`src/rtl/ocd_defs.svh`:
```
// Timing and field constants for the opcode decode and cycle timing block
`ifndef OCD_DEFS_SVH
`define OCD_DEFS_SVH
`define OCD_FIRST_HI        15
`define OCD_FIRST_LO        8
`define OCD_SPLIT_BIT       7
`define OCD_ST_MEM          4'h2
`define OCD_ST_PERI_FAST    4'h2
`define OCD_ST_PERI_SLOW    4'h3
`define OCD_ST_INTERNAL     4'h1
`define OCD_BRANCH_NIBBLE   4'h4
`endif

```
`src/rtl/ocd_pkg.sv`:
```
// Types shared by the opcode decode and cycle timing block
package ocd_pkg;
  typedef enum logic [3:0] {
    OCD_OP_OTHER,
    OCD_OP_BRANCH,
    OCD_OP_DATA_MOVE,
    OCD_OP_BIT_WRITE,
    OCD_OP_BIT_READ,
    OCD_OP_BIT_REG,
    OCD_OP_SUB_JUMP,
    OCD_OP_MULDIV
  } ocd_op_t;

  typedef enum logic [2:0] {
    OCD_CYC_FETCH,
    OCD_CYC_BRADDR,
    OCD_CYC_STACK,
    OCD_CYC_BYTE,
    OCD_CYC_WORD,
    OCD_CYC_INTERNAL
  } ocd_cyc_t;

  typedef struct packed {
    logic [3:0] fetch;
    logic [3:0] braddr;
    logic [3:0] stack;
    logic [3:0] byte_acc;
    logic [3:0] word_acc;
    logic [3:0] internal;
  } ocd_counts_t;

  typedef struct packed {
    ocd_op_t     op;
    logic        variant;
    logic        mem_write;
    logic [3:0]  cond;
    ocd_counts_t counts;
  } ocd_dec_t;

  typedef enum logic [1:0] {
    OCD_IDLE,
    OCD_RUN,
    OCD_DONE
  } ocd_state_t;

  typedef struct packed {
    ocd_state_t  state;
    ocd_dec_t    dec;
    ocd_counts_t left;
    ocd_cyc_t    cyc;
    logic [3:0]  sub;
    logic [7:0]  total;
    logic        busy;
    logic        done;
    logic        cyc_strobe;
    logic        write_phase;
  } ocd_state_all_t;
endpackage

```
`src/rtl/ocd_core.sv`:
```
// Instruction cycle sequencer with state accounting
`timescale 1ns/1ps
`default_nettype none
`include "ocd_defs.svh"
// Operation
// - Operation from first byte, bits 15..8
// - Bit 7 splits shared first-byte codes
// - Push/pop decode as data moves
// - Total states sum count times per-cycle states
// - Fetch, branch-address, stack: two states
// - Peripheral byte access: two or three states
// - Memory bit write: 2 fetch, 2 byte
// - Memory bit read: 2 fetch, 1 byte
// - Register bit op: one fetch only
module ocd_core (
  input  wire logic        mclk_i,      // System clock
  input  wire logic        rstn_i,      // Async reset, active low
  input  wire logic [15:0] word_i,      // First instruction word
  input  wire logic        start_i,     // Begin execution pulse
  input  wire logic        peri_i,      // Data access targets peripheral
  input  wire logic        peri_slow_i, // Peripheral needs three states
  output logic             busy_o,      // Instruction executing
  output logic             done_o,      // Instruction completed pulse
  output logic [2:0]       cyc_o,       // Current cycle type
  output logic             cyc_strobe_o,// Cycle start pulse
  output logic             write_o,     // Byte access is write phase
  output logic [3:0]       op_o,        // Decoded operation class
  output logic             variant_o,   // Split bit of decoded word
  output logic [3:0]       cond_o,      // Branch condition
  output logic [7:0]       states_o     // States of last instruction
);
  logic                   rst_q1;
  logic                   rst_q2;
  ocd_pkg::ocd_dec_t      dec;
  ocd_pkg::ocd_state_all_t s;
  ocd_pkg::ocd_state_all_t next_s;

  always_ff @(posedge mclk_i or negedge rstn_i) begin
    if (!rstn_i) begin
      rst_q1 <= 1'b0;
      rst_q2 <= 1'b0;
    end else begin
      rst_q1 <= 1'b1;
      rst_q2 <= rst_q1;
    end
  end

  ocd_decode ocd_decode_i (
    .word_i (word_i),
    .dec_o  (dec)
  );

  function automatic logic [3:0] cyc_states(input ocd_pkg::ocd_cyc_t c, input logic p,
                                            input logic slow);
    case (c)
      ocd_pkg::OCD_CYC_INTERNAL: cyc_states = `OCD_ST_INTERNAL;
      ocd_pkg::OCD_CYC_BYTE:
        cyc_states = p ? (slow ? `OCD_ST_PERI_SLOW : `OCD_ST_PERI_FAST)
                       : `OCD_ST_MEM;
      default: cyc_states = `OCD_ST_MEM;
    endcase
  endfunction

  function automatic logic pick(input ocd_pkg::ocd_counts_t l, output ocd_pkg::ocd_cyc_t c);
    pick = 1'b1;
    if (l.fetch != 4'h0) c = ocd_pkg::OCD_CYC_FETCH;
    else if (l.braddr != 4'h0) c = ocd_pkg::OCD_CYC_BRADDR;
    else if (l.stack != 4'h0) c = ocd_pkg::OCD_CYC_STACK;
    else if (l.byte_acc != 4'h0) c = ocd_pkg::OCD_CYC_BYTE;
    else if (l.word_acc != 4'h0) c = ocd_pkg::OCD_CYC_WORD;
    else if (l.internal != 4'h0) c = ocd_pkg::OCD_CYC_INTERNAL;
    else begin
      c = ocd_pkg::OCD_CYC_FETCH;
      pick = 1'b0;
    end
  endfunction

  always_comb begin
    ocd_pkg::ocd_counts_t l;
    ocd_pkg::ocd_cyc_t    c;
    logic                 more;
    logic [3:0]           n;
    l = '0;
    c = ocd_pkg::OCD_CYC_FETCH;
    more = 1'b0;
    n = 4'h0;
    next_s = s;
    next_s.done = 1'b0;
    next_s.cyc_strobe = 1'b0;
    case (s.state)
      ocd_pkg::OCD_IDLE: begin
        if (start_i) begin
          next_s.dec = dec;
          l = dec.counts;
          more = pick(l, c);
          next_s.cyc = c;
          next_s.sub = cyc_states(c, peri_i, peri_slow_i);
          next_s.left = l;
          next_s.total = 8'h0;
          next_s.busy = 1'b1;
          next_s.cyc_strobe = 1'b1;
          next_s.write_phase = 1'b0;
          next_s.state = ocd_pkg::OCD_RUN;
        end
      end
      ocd_pkg::OCD_RUN: begin
        next_s.total = s.total + 8'h1;
        if (s.sub > 4'h1) begin
          next_s.sub = s.sub - 4'h1;
        end else begin
          l = s.left;
          case (s.cyc)
            ocd_pkg::OCD_CYC_FETCH:    l.fetch = l.fetch - 4'h1;
            ocd_pkg::OCD_CYC_BRADDR:   l.braddr = l.braddr - 4'h1;
            ocd_pkg::OCD_CYC_STACK:    l.stack = l.stack - 4'h1;
            ocd_pkg::OCD_CYC_BYTE:     l.byte_acc = l.byte_acc - 4'h1;
            ocd_pkg::OCD_CYC_WORD:     l.word_acc = l.word_acc - 4'h1;
            default:                   l.internal = l.internal - 4'h1;
          endcase
          next_s.left = l;
          // Read precedes write for read-modify-write bit ops
          next_s.write_phase = s.dec.mem_write && s.cyc == ocd_pkg::OCD_CYC_BYTE;
          more = pick(l, c);
          if (more) begin
            n = cyc_states(c, peri_i, peri_slow_i);
            next_s.cyc = c;
            next_s.sub = n;
            next_s.cyc_strobe = 1'b1;
          end else begin
            next_s.busy = 1'b0;
            next_s.done = 1'b1;
            next_s.state = ocd_pkg::OCD_DONE;
          end
        end
      end
      ocd_pkg::OCD_DONE: begin
        next_s.write_phase = 1'b0;
        next_s.state = ocd_pkg::OCD_IDLE;
      end
      default: next_s.state = ocd_pkg::OCD_IDLE;
    endcase
  end

  always_ff @(posedge mclk_i or negedge rst_q2) begin
    if (!rst_q2) begin
      s <= '0;
    end else begin
      s <= next_s;
    end
  end

  always_comb begin
    busy_o       = s.busy;
    done_o       = s.done;
    cyc_o        = s.cyc;
    cyc_strobe_o = s.cyc_strobe;
    write_o      = s.write_phase;
    op_o         = s.dec.op;
    variant_o    = s.dec.variant;
    cond_o       = s.dec.cond;
    states_o     = s.total;
  end
endmodule
`default_nettype wire

```
`src/rtl/ocd_decode.sv`:
```
// First-byte opcode decoder giving operation class and cycle counts
`timescale 1ns/1ps
`default_nettype none
`include "ocd_defs.svh"
module ocd_decode (
  input  wire logic [15:0]      word_i, // First instruction word
  output ocd_pkg::ocd_dec_t     dec_o   // Decoded class and counts
);
  logic [7:0] first;
  logic       split;
  assign first = word_i[`OCD_FIRST_HI:`OCD_FIRST_LO];
  assign split = word_i[`OCD_SPLIT_BIT];

  always_comb begin
    dec_o         = '0;
    dec_o.op      = ocd_pkg::OCD_OP_OTHER;
    dec_o.variant = split;
    dec_o.counts.fetch = 4'h1;
    if (first[7:4] == `OCD_BRANCH_NIBBLE) begin
      dec_o.op           = ocd_pkg::OCD_OP_BRANCH;
      dec_o.cond         = first[3:0];
      dec_o.counts.fetch = 4'h2;
    end else if (first[7:4] == 4'h6 && first[3] == 1'b1) begin
      // Data moves; stack push and pop share these codes
      dec_o.op = ocd_pkg::OCD_OP_DATA_MOVE;
      dec_o.counts.byte_acc = 4'h1;
      if (first == 8'h6d) begin
        dec_o.counts.internal = 4'h2;
      end
      if (first == 8'h6e || first == 8'h6f) begin
        dec_o.counts.fetch = 4'h2;
      end
    end else if (first[7:4] == 4'h7 && first[3] == 1'b0) begin
      // Whole lower half of this row works on a general register
      dec_o.op = ocd_pkg::OCD_OP_BIT_REG;
    end else if (first == 8'h7d || first == 8'h7f) begin
      // Memory bit op: bits 7..4 select read-modify-write or read only
      dec_o.counts.fetch = 4'h2;
      if (word_i[15:8] == 8'h7d && word_i[7:4] <= 4'h2 || word_i[7:4] == 4'h6
          || word_i[7:4] == 4'h7 && !split) begin
        dec_o.op = ocd_pkg::OCD_OP_BIT_WRITE;
        dec_o.mem_write = 1'b1;
        dec_o.counts.byte_acc = 4'h2;
      end else begin
        dec_o.op = ocd_pkg::OCD_OP_BIT_READ;
        dec_o.counts.byte_acc = 4'h1;
      end
    end else if (first == 8'h7c || first == 8'h7e) begin
      dec_o.op = ocd_pkg::OCD_OP_BIT_READ;
      dec_o.counts.fetch = 4'h2;
      dec_o.counts.byte_acc = 4'h1;
    end else if (first == 8'h5d || first == 8'h5e || first == 8'h5f) begin
      dec_o.op = ocd_pkg::OCD_OP_SUB_JUMP;
      dec_o.counts.fetch = 4'h2;
      dec_o.counts.stack = 4'h1;
      if (first == 8'h5e) dec_o.counts.internal = 4'h2;
      if (first == 8'h5f) dec_o.counts.braddr = 4'h1;
    end else if (first == 8'h50 || first == 8'h51) begin
      dec_o.op = ocd_pkg::OCD_OP_MULDIV;
      dec_o.counts.internal = 4'hc;
    end
  end
endmodule
`default_nettype wire

```
`config.mk`:
```
export PLATFORM = sky130hd
export DESIGN_NAME = ocd_core
export DESIGN_NICKNAME = d
export VERILOG_FILES = /design/src/rtl/ocd_pkg.sv /design/src/rtl/ocd_core.sv /design/src/rtl/ocd_decode.sv
export VERILOG_INCLUDE_DIRS = /design/src /design/src/rtl
export SDC_FILE = /design/constraint.sdc
export NUM_CORES = 1
export LEC_CHECK = 0
export BUFFER_PORTS_ARGS = -buffer_cell sky130_fd_sc_hd__buf_4
export CORE_UTILIZATION = 34
export CTS_CLUSTER_SIZE = 16
export DETAILED_ROUTE_END_ITERATION = 7
export PLACE_DENSITY_LB_ADDON = 0.3
export SETUP_SLACK_MARGIN = 0.4
export SLEW_MARGIN = 25
export SYNTH_ARGS = -nofsm -noshare
export SYNTH_HDL_FRONTEND = slang
export SYNTH_SLANG_ARGS = --single-unit
```
`constraint.sdc`:
```
create_clock -name mclk_i -period 5.16 [get_ports mclk_i]
set_input_delay 0.258 -clock mclk_i [delete_from_list [all_inputs] [get_ports mclk_i]]
set_output_delay 0.258 -clock mclk_i [all_outputs]
set_load 0.1 [all_outputs]
```
==> summary.txt, run 1 <==
Yosys
  • YS warnings: 0
  • Synth Flop Type: dfrtp_1
  • Synthesized flop and latch total: 56
  • Unique masters post-synth: 59
  • Post-synthesis sequential area ratio: 0.421
  • Mapped Nets: between 400 and 500
  • Syn_area_per_cell: approximately 8.9 um^2
  • Post-synthesis instance area: approximately 0.0033 mm^2
  • Fraction of registers with async set/reset: 1.00
  • Cells after Synth: 375
  • Post-synth EDFFs: 0

Setup path
  • CP cell instances: nor3b_2, a31oi_1, buf_4, nor2_1, o21ai_0, a31oi_1, a21o_1
  • Crit path DAT: a little under 3 ns
  • Critical Path Start: s[77]
  • Critical path class: reg -> reg
  • CP Launch Type: flop
  • Crit-path slowest cell: nor3b_2
  • CP max FO: 12
  • Worst path required time: approximately 5.4 ns
  • RR Startpoint: s[77]
  • Worst path most repeated cell: a31oi_1
  • Critical path's largest stage delay: roughly 0.66 ns
  • Critical Path End Type: flop

STA
  • Slew @ Worst Pin: 0.877 ns
  • Worst slew margin: 0.415
  • RSZ-0062 raised after global routing: no
  • Setup_tns: 0 ns
  • Final period util: 0.528
  • Max frequency: ~370 MHz
  • Max Slew Vio Count: 0
  • Final Hold Fails: 0
  • Setup violations, final: 0
  • Crit path time final: 2.73 ns
  • Worst Skew: 0.0128 ns

Drt
  • Detail Route Antenna Nets: 0
  • WL per Instance: between 10 and 15 um
  • Vias per Instance: between 5 and 6
  • DRC: 0
  • First-iteration detailed-routing DRC count: ~190
  • Final wirelength: roughly 7700 um
  • Drt first pass iters: 4
  • Routed via count: 2814

Floorplan
  • Die height: between 100 and 150 um
  • Die Area: about 0.01 mm^2
  • Core area: about 0.0094 mm^2
  • I/O pins: 45
  • Initial Util: 0.355
  • Cell row count: 35
  • Die Width: 101 um

Layout
  • FILL cells: 968
  • Final Instance Area: 0.00374 mm^2
  • Ant diodes: 0
  • Nets@finish: between 400 and 500
  • Final Core Density: 0.399
  • Area grow syn2layout: 12.2%
  • Flip-flop and latch area: about 0.0014 mm^2
  • Multi-input gate area: approximately 0.0017 mm^2
  • Fraction of layout cells with a size suffix above 1: 0.177

CTS
  • Clock sinks: 56
  • CTS tree: done
  • Clock latency on the worst-skew pair: a little over 0.3 ns
  • Root Driver: clkbuf_8
  • Max clock buf depth: 2
  • Post CTS Setup Buffer Count: 0
  • Post-CTS sizing: 0
  • H-tree levels: 2
  • Total CTS buffers: 5
  • CTS clock-pin slew for the worst setup and hold paths: 0.10 ns

GRT
  • Initial antenna violation count: 0
  • GR Util All Layers: 0.161
  • First-pass GRT wire length: roughly 13000 um
  • Vias in the first global route: 2603
  • GRT overflow: 0
  • Pin count of the biggest net entering global routing: 55

Place
  • Area post-placement: between 0.003 and 0.004 mm^2
  • HPWL Detailed: roughly 5300 um
  • IO Port Bufs: 39
  • Gpl congestion: 0.819

Run
  • Max-cap violations: 0

Status
  • Outcome: finished, final reports clean

Min path
  • Hold Crit Start: word_i[7]
  • Type of the worst min-delay path: in -> reg
[stage by stage]
stage | instances | hold WS, ns | setup slack (ns)
global placement | 516 | 0.0419 | 2.54
detailed placement | 516 | 0.0421 | 2.50
CTS | 525 | 0.145 | 2.45
finish | 525 | 0.161 | 2.43
floorplan | 375 | -0.0376 | 2.80
global route | 525 | 0.156 | 2.15
[area by class of cell]
cell class              instances  area share
repair buffers                 45      0.0911
flip-flops and latches         56       0.375
well taps                     129      0.0432
inverters                      16      0.0161
clock inverters                 3      0.0127
multi-input cells             271       0.443
clock buffers                   5      0.0184
[path summary, 6_finish.rpt]
check                      slack [ns]  cells after the start          end
hold reg to reg                  0.36                      0       rst_q2
setup reg to reg                 2.43                      7      op_o[1]
min in group asynchronous        0.25                      2       rst_q2
hold / removal                   0.16                      3    variant_o
setup / recovery                 2.43                      7      op_o[1]
max in group asynchronous        4.31                      1  states_o[6]
[cells in the mapped netlist, types with 4 or more instances]
cell type | n | area [um^2]
nor2b_1 | 6 | 37.5
nand2b_1 | 4 | 25.0
clkbuf_1 | 9 | 33.8
nor2_1 | 15 | 56.3
nor3b_2 | 4 | 50.1
o221ai_1 | 4 | 35.0
a21oi_1 | 26 | 130
o31ai_1 | 4 | 30.0
nor3_1 | 9 | 45.0
ha_1 | 9 | 113
a31oi_1 | 9 | 56.3
o21ai_0 | 49 | 245
nand3_1 | 25 | 125
nand2_1 | 42 | 158
nand4_1 | 10 | 62.6
xnor2_1 | 5 | 43.8
dfrtp_1 | 56 | 1400
buf_4 | 21 | 158
inv_1 | 16 | 60.1
[cell usage in the layout (no fill, tap or decap), types with 4 or more instances in the layout]
cell type,instances
nand3_1,25
o221ai_1,4
nor2_1,15
a31oi_1,9
clkbuf_8,5
nand2b_1,4
nand2_1,42
a21oi_1,26
nor3b_2,4
dfrtp_1,55
nor3_1,9
xnor2_1,5
buf_4,44
nor2b_1,6
inv_1,16
o21ai_0,49
nand4_1,10
o31ai_1,4
ha_1,9
[critical path: cells and delay by family (launching register included)]
family | cells | cell delay [ns]
buf+inv | 1 | 0.23
flops | 1 | 0.43
compound gates | 4 | 0.83
simple gates | 2 | 1.17
[routing by layer]
| metal | wire length [um] | global-route usage | vias to the layer above |
|---|---|---|---|
| met2 | 3630 | 0.267 | 54 |
| met1 | 3700 | 0.225 | 1368 |
| met4 | 65 | 0.0279 | 0 |
| met5 | 0 | 0 | - |
| met3 | 289 | 0.0229 | 6 |
| li1 | - | - | 1386 |
[repair_timing]
item / 4_1_cts / 5_1_grt
hold endpoints to repair: 2 / 0
hold buffers: 1 / 0
setup endpoints to repair: 0 / 0
[registers in the layout (all words and copies together) (netlist names)]
| signal | count |
|---|---|
| cyc_o | 3 |
| cond_o | 4 |
| done_o | 1 |
| s | 31 |
| states_o | 8 |
| op_o | 3 |
| rst_q1 | 1 |
| busy_o | 1 |
| variant_o | 1 |
| write_o | 1 |
| cyc_strobe_o | 1 |
| rst_q2 | 1 |
[kinds of logic (layout without fill, tap and decap cells)]
logic type | after synthesis | after routing | share of synthesized area
and+or+nand+nor | 138 | 138 | 0.226
AOI/OAI and AO/OA | 114 | 114 | 0.213
DFF | 56 | 56 | 0.421
buffers and inverters | 48 | 69 | 0.0823
adders and majority gates | 9 | 9 | 0.0338
xor gates and xnor gates | 7 | 7 | 0.0184
other | 2 | 2 | 0.00225
muxes | 1 | 1 | 0.00301
Power of run 1 is left out: the tool's default activity adds up to more than one toggle a clock period on the data nets, which glitch-free logic cannot reach.
==> run 2, diff against run 1 <==
Settings changed: ABC_AREA from default to 1.
Clock period 5.16 ns to 2.6 ns, I/O delays scaled along.
==> run 2 against run 1 <==
  * Critical path depth increased by 5
  * Via count rose by 9.4%
  * Sequential share of layout area fell by 1.9 points
  * Global-route usage is 0.056 points higher
  * Register-to-register slack worse by 1.8 ns
  * Utilization grew 0.16 points
  * Fmax up 37%
  * Final cell count increased by 21%
  * Critical path type unchanged
  * Synthesized cell count grew 26%
==> summary.txt, run 2 <==
Yosys
  • Post-synthesis instance area: between 0.003 and 0.004 mm^2
  • Post-synthesis sequential area ratio: 0.401
  • Synth Area in XOR/XNOR: 0.0151
  • Post-synthesis mux area share: 0.00323
  • Top-count cell post-synth: nand2_1
  • Largest area contributor in the netlist: dfrtp_1
  • Dominant cells by area after synthesis: dfrtp_1, nand2_1, inv_1
  • Cells after Synth: between 400 and 500
  • Synth top area share: 0.401
  • Post-synth EDFFs: 0
  • YS warnings: 0
  • Mapped Nets: around 500
  • Fraction of registers with async set/reset: 1.00
  • Syn_area_per_cell: about 7.4 um^2
  • Unique masters post-synth: 39
  • Combinational family with the most area after synthesis: simple AND/OR/NAND/NOR gates
  • Synth Flop Type: dfrtp_1
  • Synth cell count leaders: nand2_1, inv_1, dfrtp_1
  • Compound-Gate Fraction of Synth Area: 0.122
  • Simple-gate share of the synthesized area: 0.299
  • Synthesized flop and latch total: 56
  • Adder-cell share of the synthesized area: 0.0323

Place
  • Gpl congestion: 0.816
  • Area post-placement: between 0.003 and 0.004 mm^2
  • IO Port Bufs: 39
  • Cell Count Post-Placement: ~630
  • HPWL Detailed: 5900 um

Power
  • Power Dens Cells: 362 mW/mm^2
  • Peak VDD IR: between 0.2 and 0.25 mV
  • Static leakage: approximately 2.1 nW
  • Pwr Total: roughly 1.4 mW

STA
  • Crit path time final: around 2.0 ns
  • Max Slew Vio Count: 0
  • RSZ-0062 raised after global routing: no
  • Setup_tns: 0 ns
  • Slew @ Worst Pin: between 0.6 and 0.7 ns
  • Worst Skew: roughly 0.012 ns
  • Final Hold Fails: 0
  • Max frequency: just over 500 MHz
  • Setup violations, final: 0
  • Worst slew margin: 0.566
  • Final period util: 0.764

Floorplan
  • Die Width: between 100 and 150 um
  • Die Area: between 0.01 and 0.015 mm^2
  • Core area: between 0.009 and 0.01 mm^2
  • Initial Util: 0.354
  • I/O pins: 45
  • Cell row count: 36
  • Die height: between 100 and 150 um

Layout
  • Most common cell after layout, fill and taps aside: nand2_1
  • Nets@finish: around 530
  • Most frequent cells in the layout: nand2_1, inv_1, dfrtp_1
  • Register name with the most flops: s
  • Largest register FFs: 31
  • Fin cells: approximately 640
  • Ant diodes: 0
  • Final Instance Area: around 0.0039 mm^2
  • Area grow syn2layout: 13.1%
  • Fraction of layout cells with a size suffix above 1: 0.177

Drt
  • Detail Route Antenna Nets: 0
  • Final wirelength: about 8000 um
  • Routed via count: a little over 3000
  • First-iteration detailed-routing DRC count: 87
  • Drt first pass iters: 7
  • WL per Instance: about 12 um
  • Vias per Instance: around 4.8
  • DRC: 0

GRT
  • First-pass GRT wire length: 13500 um
  • Pin count of the biggest net entering global routing: 29
  • GR Util All Layers: 0.161
  • GRT overflow: 0
  • Initial antenna violation count: 0
  • Vias in the first global route: about 3000

CTS
  • Total CTS buffers: 5
  • Root Driver: clkbuf_8
  • CTS tree: done
  • Clock sinks: 56
  • Post CTS Setup Buffer Count: 0
  • Clock latency on the worst-skew pair: 0.31 ns
  • H-tree levels: 2
  • Max clock buf depth: 2
  • CTS clock-pin slew for the worst setup and hold paths: 0.11 ns

Setup path
  • Worst path required time: approximately 2.8 ns
  • Critical path class: reg -> reg
  • CP max FO: 9
  • Crit path DAT: roughly 2.2 ns
  • CP Launch Type: flop
  • Critical Path End Type: flop

Run
  • Max-cap violations: 0

Min path
  • Type of the worst min-delay path: in -> reg

Status
  • Outcome: finished, final reports clean
==> run 2: worst max-delay path: stages (launching register included) <==
cell and delay (ns):
dfrtp_2 0.48, inv_4 0.14, nand3_2 0.15, nand2_1 0.09
nand2_1 0.07, nor2_1 0.14, nand3_1 0.16, nor2_4 0.19
nand3_4 0.13, nand2_4 0.10, nand3_4 0.09, nor2_2 0.11
a21oi_2 0.04
==> run 2: metal layers <==
metal / global-route usage / up-vias / part of all wire
li1: - / 1566 / -
met1: 0.203 / 1446 / 0.46
met2: 0.289 / 59 / 0.48
met3: 0.0242 / 8 / 0.043
met4: 0.0401 / 0 / 0.0088
met5: 0 / - / 0
==> run 2: repair_timing <==
action	4_1_cts	5_1_grt
endpoints found under the setup margin	0	8
hold endpoints to repair	2	0
gates resized for setup	0	5
hold buffers	1	0
==> run 2: final cells by class <==
class	count	area, um^2
fillers	1015	5920
multi-input cells	322	1660
flip-flops and latches	56	1410
well taps	133	166
repair buffers	47	368
clock inverters	2	12.5
clock buffers	6	72.6
inverters	70	265
==> run 2: through the flow <==
step                       util  setup WS, ns  hold slack (ns)
after CTS                 0.399         0.511           0.0735
after floorplan               -         0.824           -0.166
after detailed placement  0.390         0.521          -0.0873
final                     0.400         0.614           0.0787
after global routing      0.400         0.423           0.0954
after global placement    0.390         0.547          -0.0880
==> run 2: cells by family (layout without fill, tap and decap cells) <==
kind of cell | Yosys count | in the layout
AO/OA/AOI/OAI | 69 | 69
other | 2 | 2
multiplexers | 1 | 1
buffers and inverters | 96 | 125
XOR/XNOR | 6 | 6
flip-flops | 56 | 56
AND/OR/NAND/NOR | 235 | 235
adder cells (fa/ha/maj) | 9 | 9
==> run 2: path summary, 6_finish.rpt <==
path                            from     endpoint  slack [ns]  cells past startpoint
setup / recovery            cyc_o[2]        s[13]        0.61                     12
hold / removal             word_i[9]    cond_o[1]        0.08                      3
setup reg to reg            cyc_o[2]        s[13]        0.61                     12
hold reg to reg               rst_q2  states_o[3]        0.31                      0
max in group asynchronous     rst_q2     cyc_o[2]        1.69                      1
min in group asynchronous     rstn_i       rst_q2        0.11                      2
==> run 2: where the power goes <==
part	internal [mW]	switching, mW	leakage [nW]
clock network	0.190	0.300	0.0412
registers	0.872	0.00894	0.647
logic	0.0240	0.0339	1.40
total	1.09	0.343	2.08
Power figures use the tool's default switching activity.
==> run 3, diff against run 2 <==
Clock period 2.6 ns to 2.08 ns, I/O delays scaled along.
==> run 3 against run 2 <==
  * Non-clock buffer count rose by 20
  * Final cell count is 3.1% higher
  * Fmax down 2.4%
  * Combinational power is 42% higher
  * Critical path type unchanged
  * Largest power group unchanged
  * Highest routed layer unchanged
==> summary.txt, run 3 (synthesized netlist as in run 2, its figures left out) <==
Place
  • HPWL Detailed: 5750 um
  • IO Port Bufs: 39
  • Gpl congestion: ~0.8

Drt
  • Final wirelength: approximately 8000 um
  • Vias per Instance: around 4.8
  • Drt first pass iters: 5
  • DRC: 0
  • Routed via count: about 3200
  • Detail Route Antenna Nets: 0
  • First-iteration detailed-routing DRC count: ~110
  • WL per Instance: roughly 12 um

GRT
  • GRT overflow: 0
  • Pin count of the biggest net entering global routing: 55
  • GR Util All Layers: 0.168
  • Vias in the first global route: a little over 3000
  • First-pass GRT wire length: about 14000 um
  • Initial antenna violation count: 0

STA
  • Slew @ Worst Pin: 0.615 ns
  • RSZ-0062 raised after global routing: yes
  • Worst slew margin: 0.586
  • Crit path time final: approximately 2 ns
  • Worst Skew: approximately 0.0045 ns
  • Max frequency: 492 MHz
  • Final period util: 0.978
  • Final Hold Fails: 0
  • Max Slew Vio Count: 0
  • Setup violations, final: 0

Setup path
  • Crit path DAT: ~2.3 ns
  • Flop2flop setup slack: around 0.046 ns
  • Critical path class: reg -> reg
  • CP max FO: 7
  • CP Launch Type: flop
  • Critical Path End Type: flop
  • Worst path required time: between 2 and 2.5 ns

Floorplan
  • Cell row count: 36
  • Die height: around 100 um
  • Core area: 0.00986 mm^2
  • Die Area: about 0.011 mm^2
  • I/O pins: 45
  • Die Width: 103 um
  • Initial Util: 0.354

Power
  • Static leakage: roughly 2.2 nW
  • Power Dens Cells: 450 mW/mm^2
  • Pwr Total: ~1.9 mW
  • Peak VDD IR: around 0.23 mV

CTS
  • H-tree levels: 2
  • Clock sinks: 56
  • CTS tree: done
  • CTS clock-pin slew for the worst setup and hold paths: between 0.1 and 0.15 ns
  • Clock latency on the worst-skew pair: between 0.3 and 0.4 ns
  • Root Driver: clkbuf_8
  • Total CTS buffers: 5
  • Max clock buf depth: 2

Layout
  • Register name with the most flops: s
  • Ant diodes: 0
  • Nets@finish: ~550
  • Area grow syn2layout: 23.4%
  • Fraction of layout cells with a size suffix above 1: 0.262
  • Most frequent cells in the layout: nand2_1, buf_4, inv_1
  • Final Core Density: 0.437
  • Largest register FFs: 31
  • Most common cell after layout, fill and taps aside: nand2_1

Min path
  • Type of the worst min-delay path: in -> reg

Status
  • Outcome: finished, final reports clean

Run
  • Max-cap violations: 0
run 3: cell types whose count changed in the layout (fill, tap and decap cells not counted), sizes merged:
cell / change
buf: +20
bufinv: +1
clkbuf: -1
clkinv: -1
inv: +1
run 3: layer usage:
metal,share of wire,wire length (um),GRT usage,vias up
li1,-,-,-,1610
met1,0.48,3900,0.216,1506
met2,0.48,3840,0.292,48
met3,0.029,230,0.0269,7
met4,0.010,82,0.0444,0
met5,0,0,0,-
run 3: repair_timing:
action | 4_1_cts | 5_1_grt
buffers inserted | 11 | 6
pin swaps | 11 | 10
endpoints found under the hold margin | 2 | 0
resized for setup | 24 | 20
endpoints found under the setup margin | 12 | 38
hold buffers | 1 | 0
run 3: final timing paths:
path,start,endpoint,depth (start not counted)
hold reg to reg,rst_q2,done_o,1
setup / recovery,cyc_o[0],s[13],13
setup reg to reg,cyc_o[0],s[13],13
max in group asynchronous,rst_q2,cyc_o[0],1
hold / removal,word_i[9],cond_o[1],3
min in group asynchronous,rstn_i,rst_q2,2
run 3: report_power, final:
part	switching, mW	leakage [nW]	internal (mW)
clock network	0.399	0.0548	0.364
logic	0.0523	1.53	0.0302
registers	0.00104	0.647	1.09
run 3: through the flow:
stage	instances	instance area (um^2)	setup slack, ns	TNS, ns	hold WS [ns]
detailed placement	630	3890	0.114	0	-0.112
global route	656	4310	-0.0690	-0.221	0.0528
global placement	630	3890	0.140	0	-0.112
finish	656	4310	0.0456	0	0.0535
floorplan	474	3520	0.352	0	-0.192
CTS	650	4190	0.155	0	0.0456
run 3: layout make-up:
type	count	area [um^2]
Fill cell	998	5560
Multi-Input combinational cell	322	1810
Sequential cell	56	1410
Timing Repair Buffer	67	537
Inverter	70	270
Tap cell	133	166
Clock buffer	5	68.8
Clock inverter	3	46.3
run 3: critical path, stage by stage, from the launching register on:
cell and delay, ns:
dfrtp_2 0.50, nor2_4 0.21, buf_6 0.14, nand2_8 0.06, nand2_2 0.07, nand2_2 0.05
nor2_2 0.11, nand3_2 0.12, nor2_4 0.16, nand3_4 0.15, nand2_4 0.11, nand3_4 0.10
nor2_4 0.10, a21oi_2 0.03
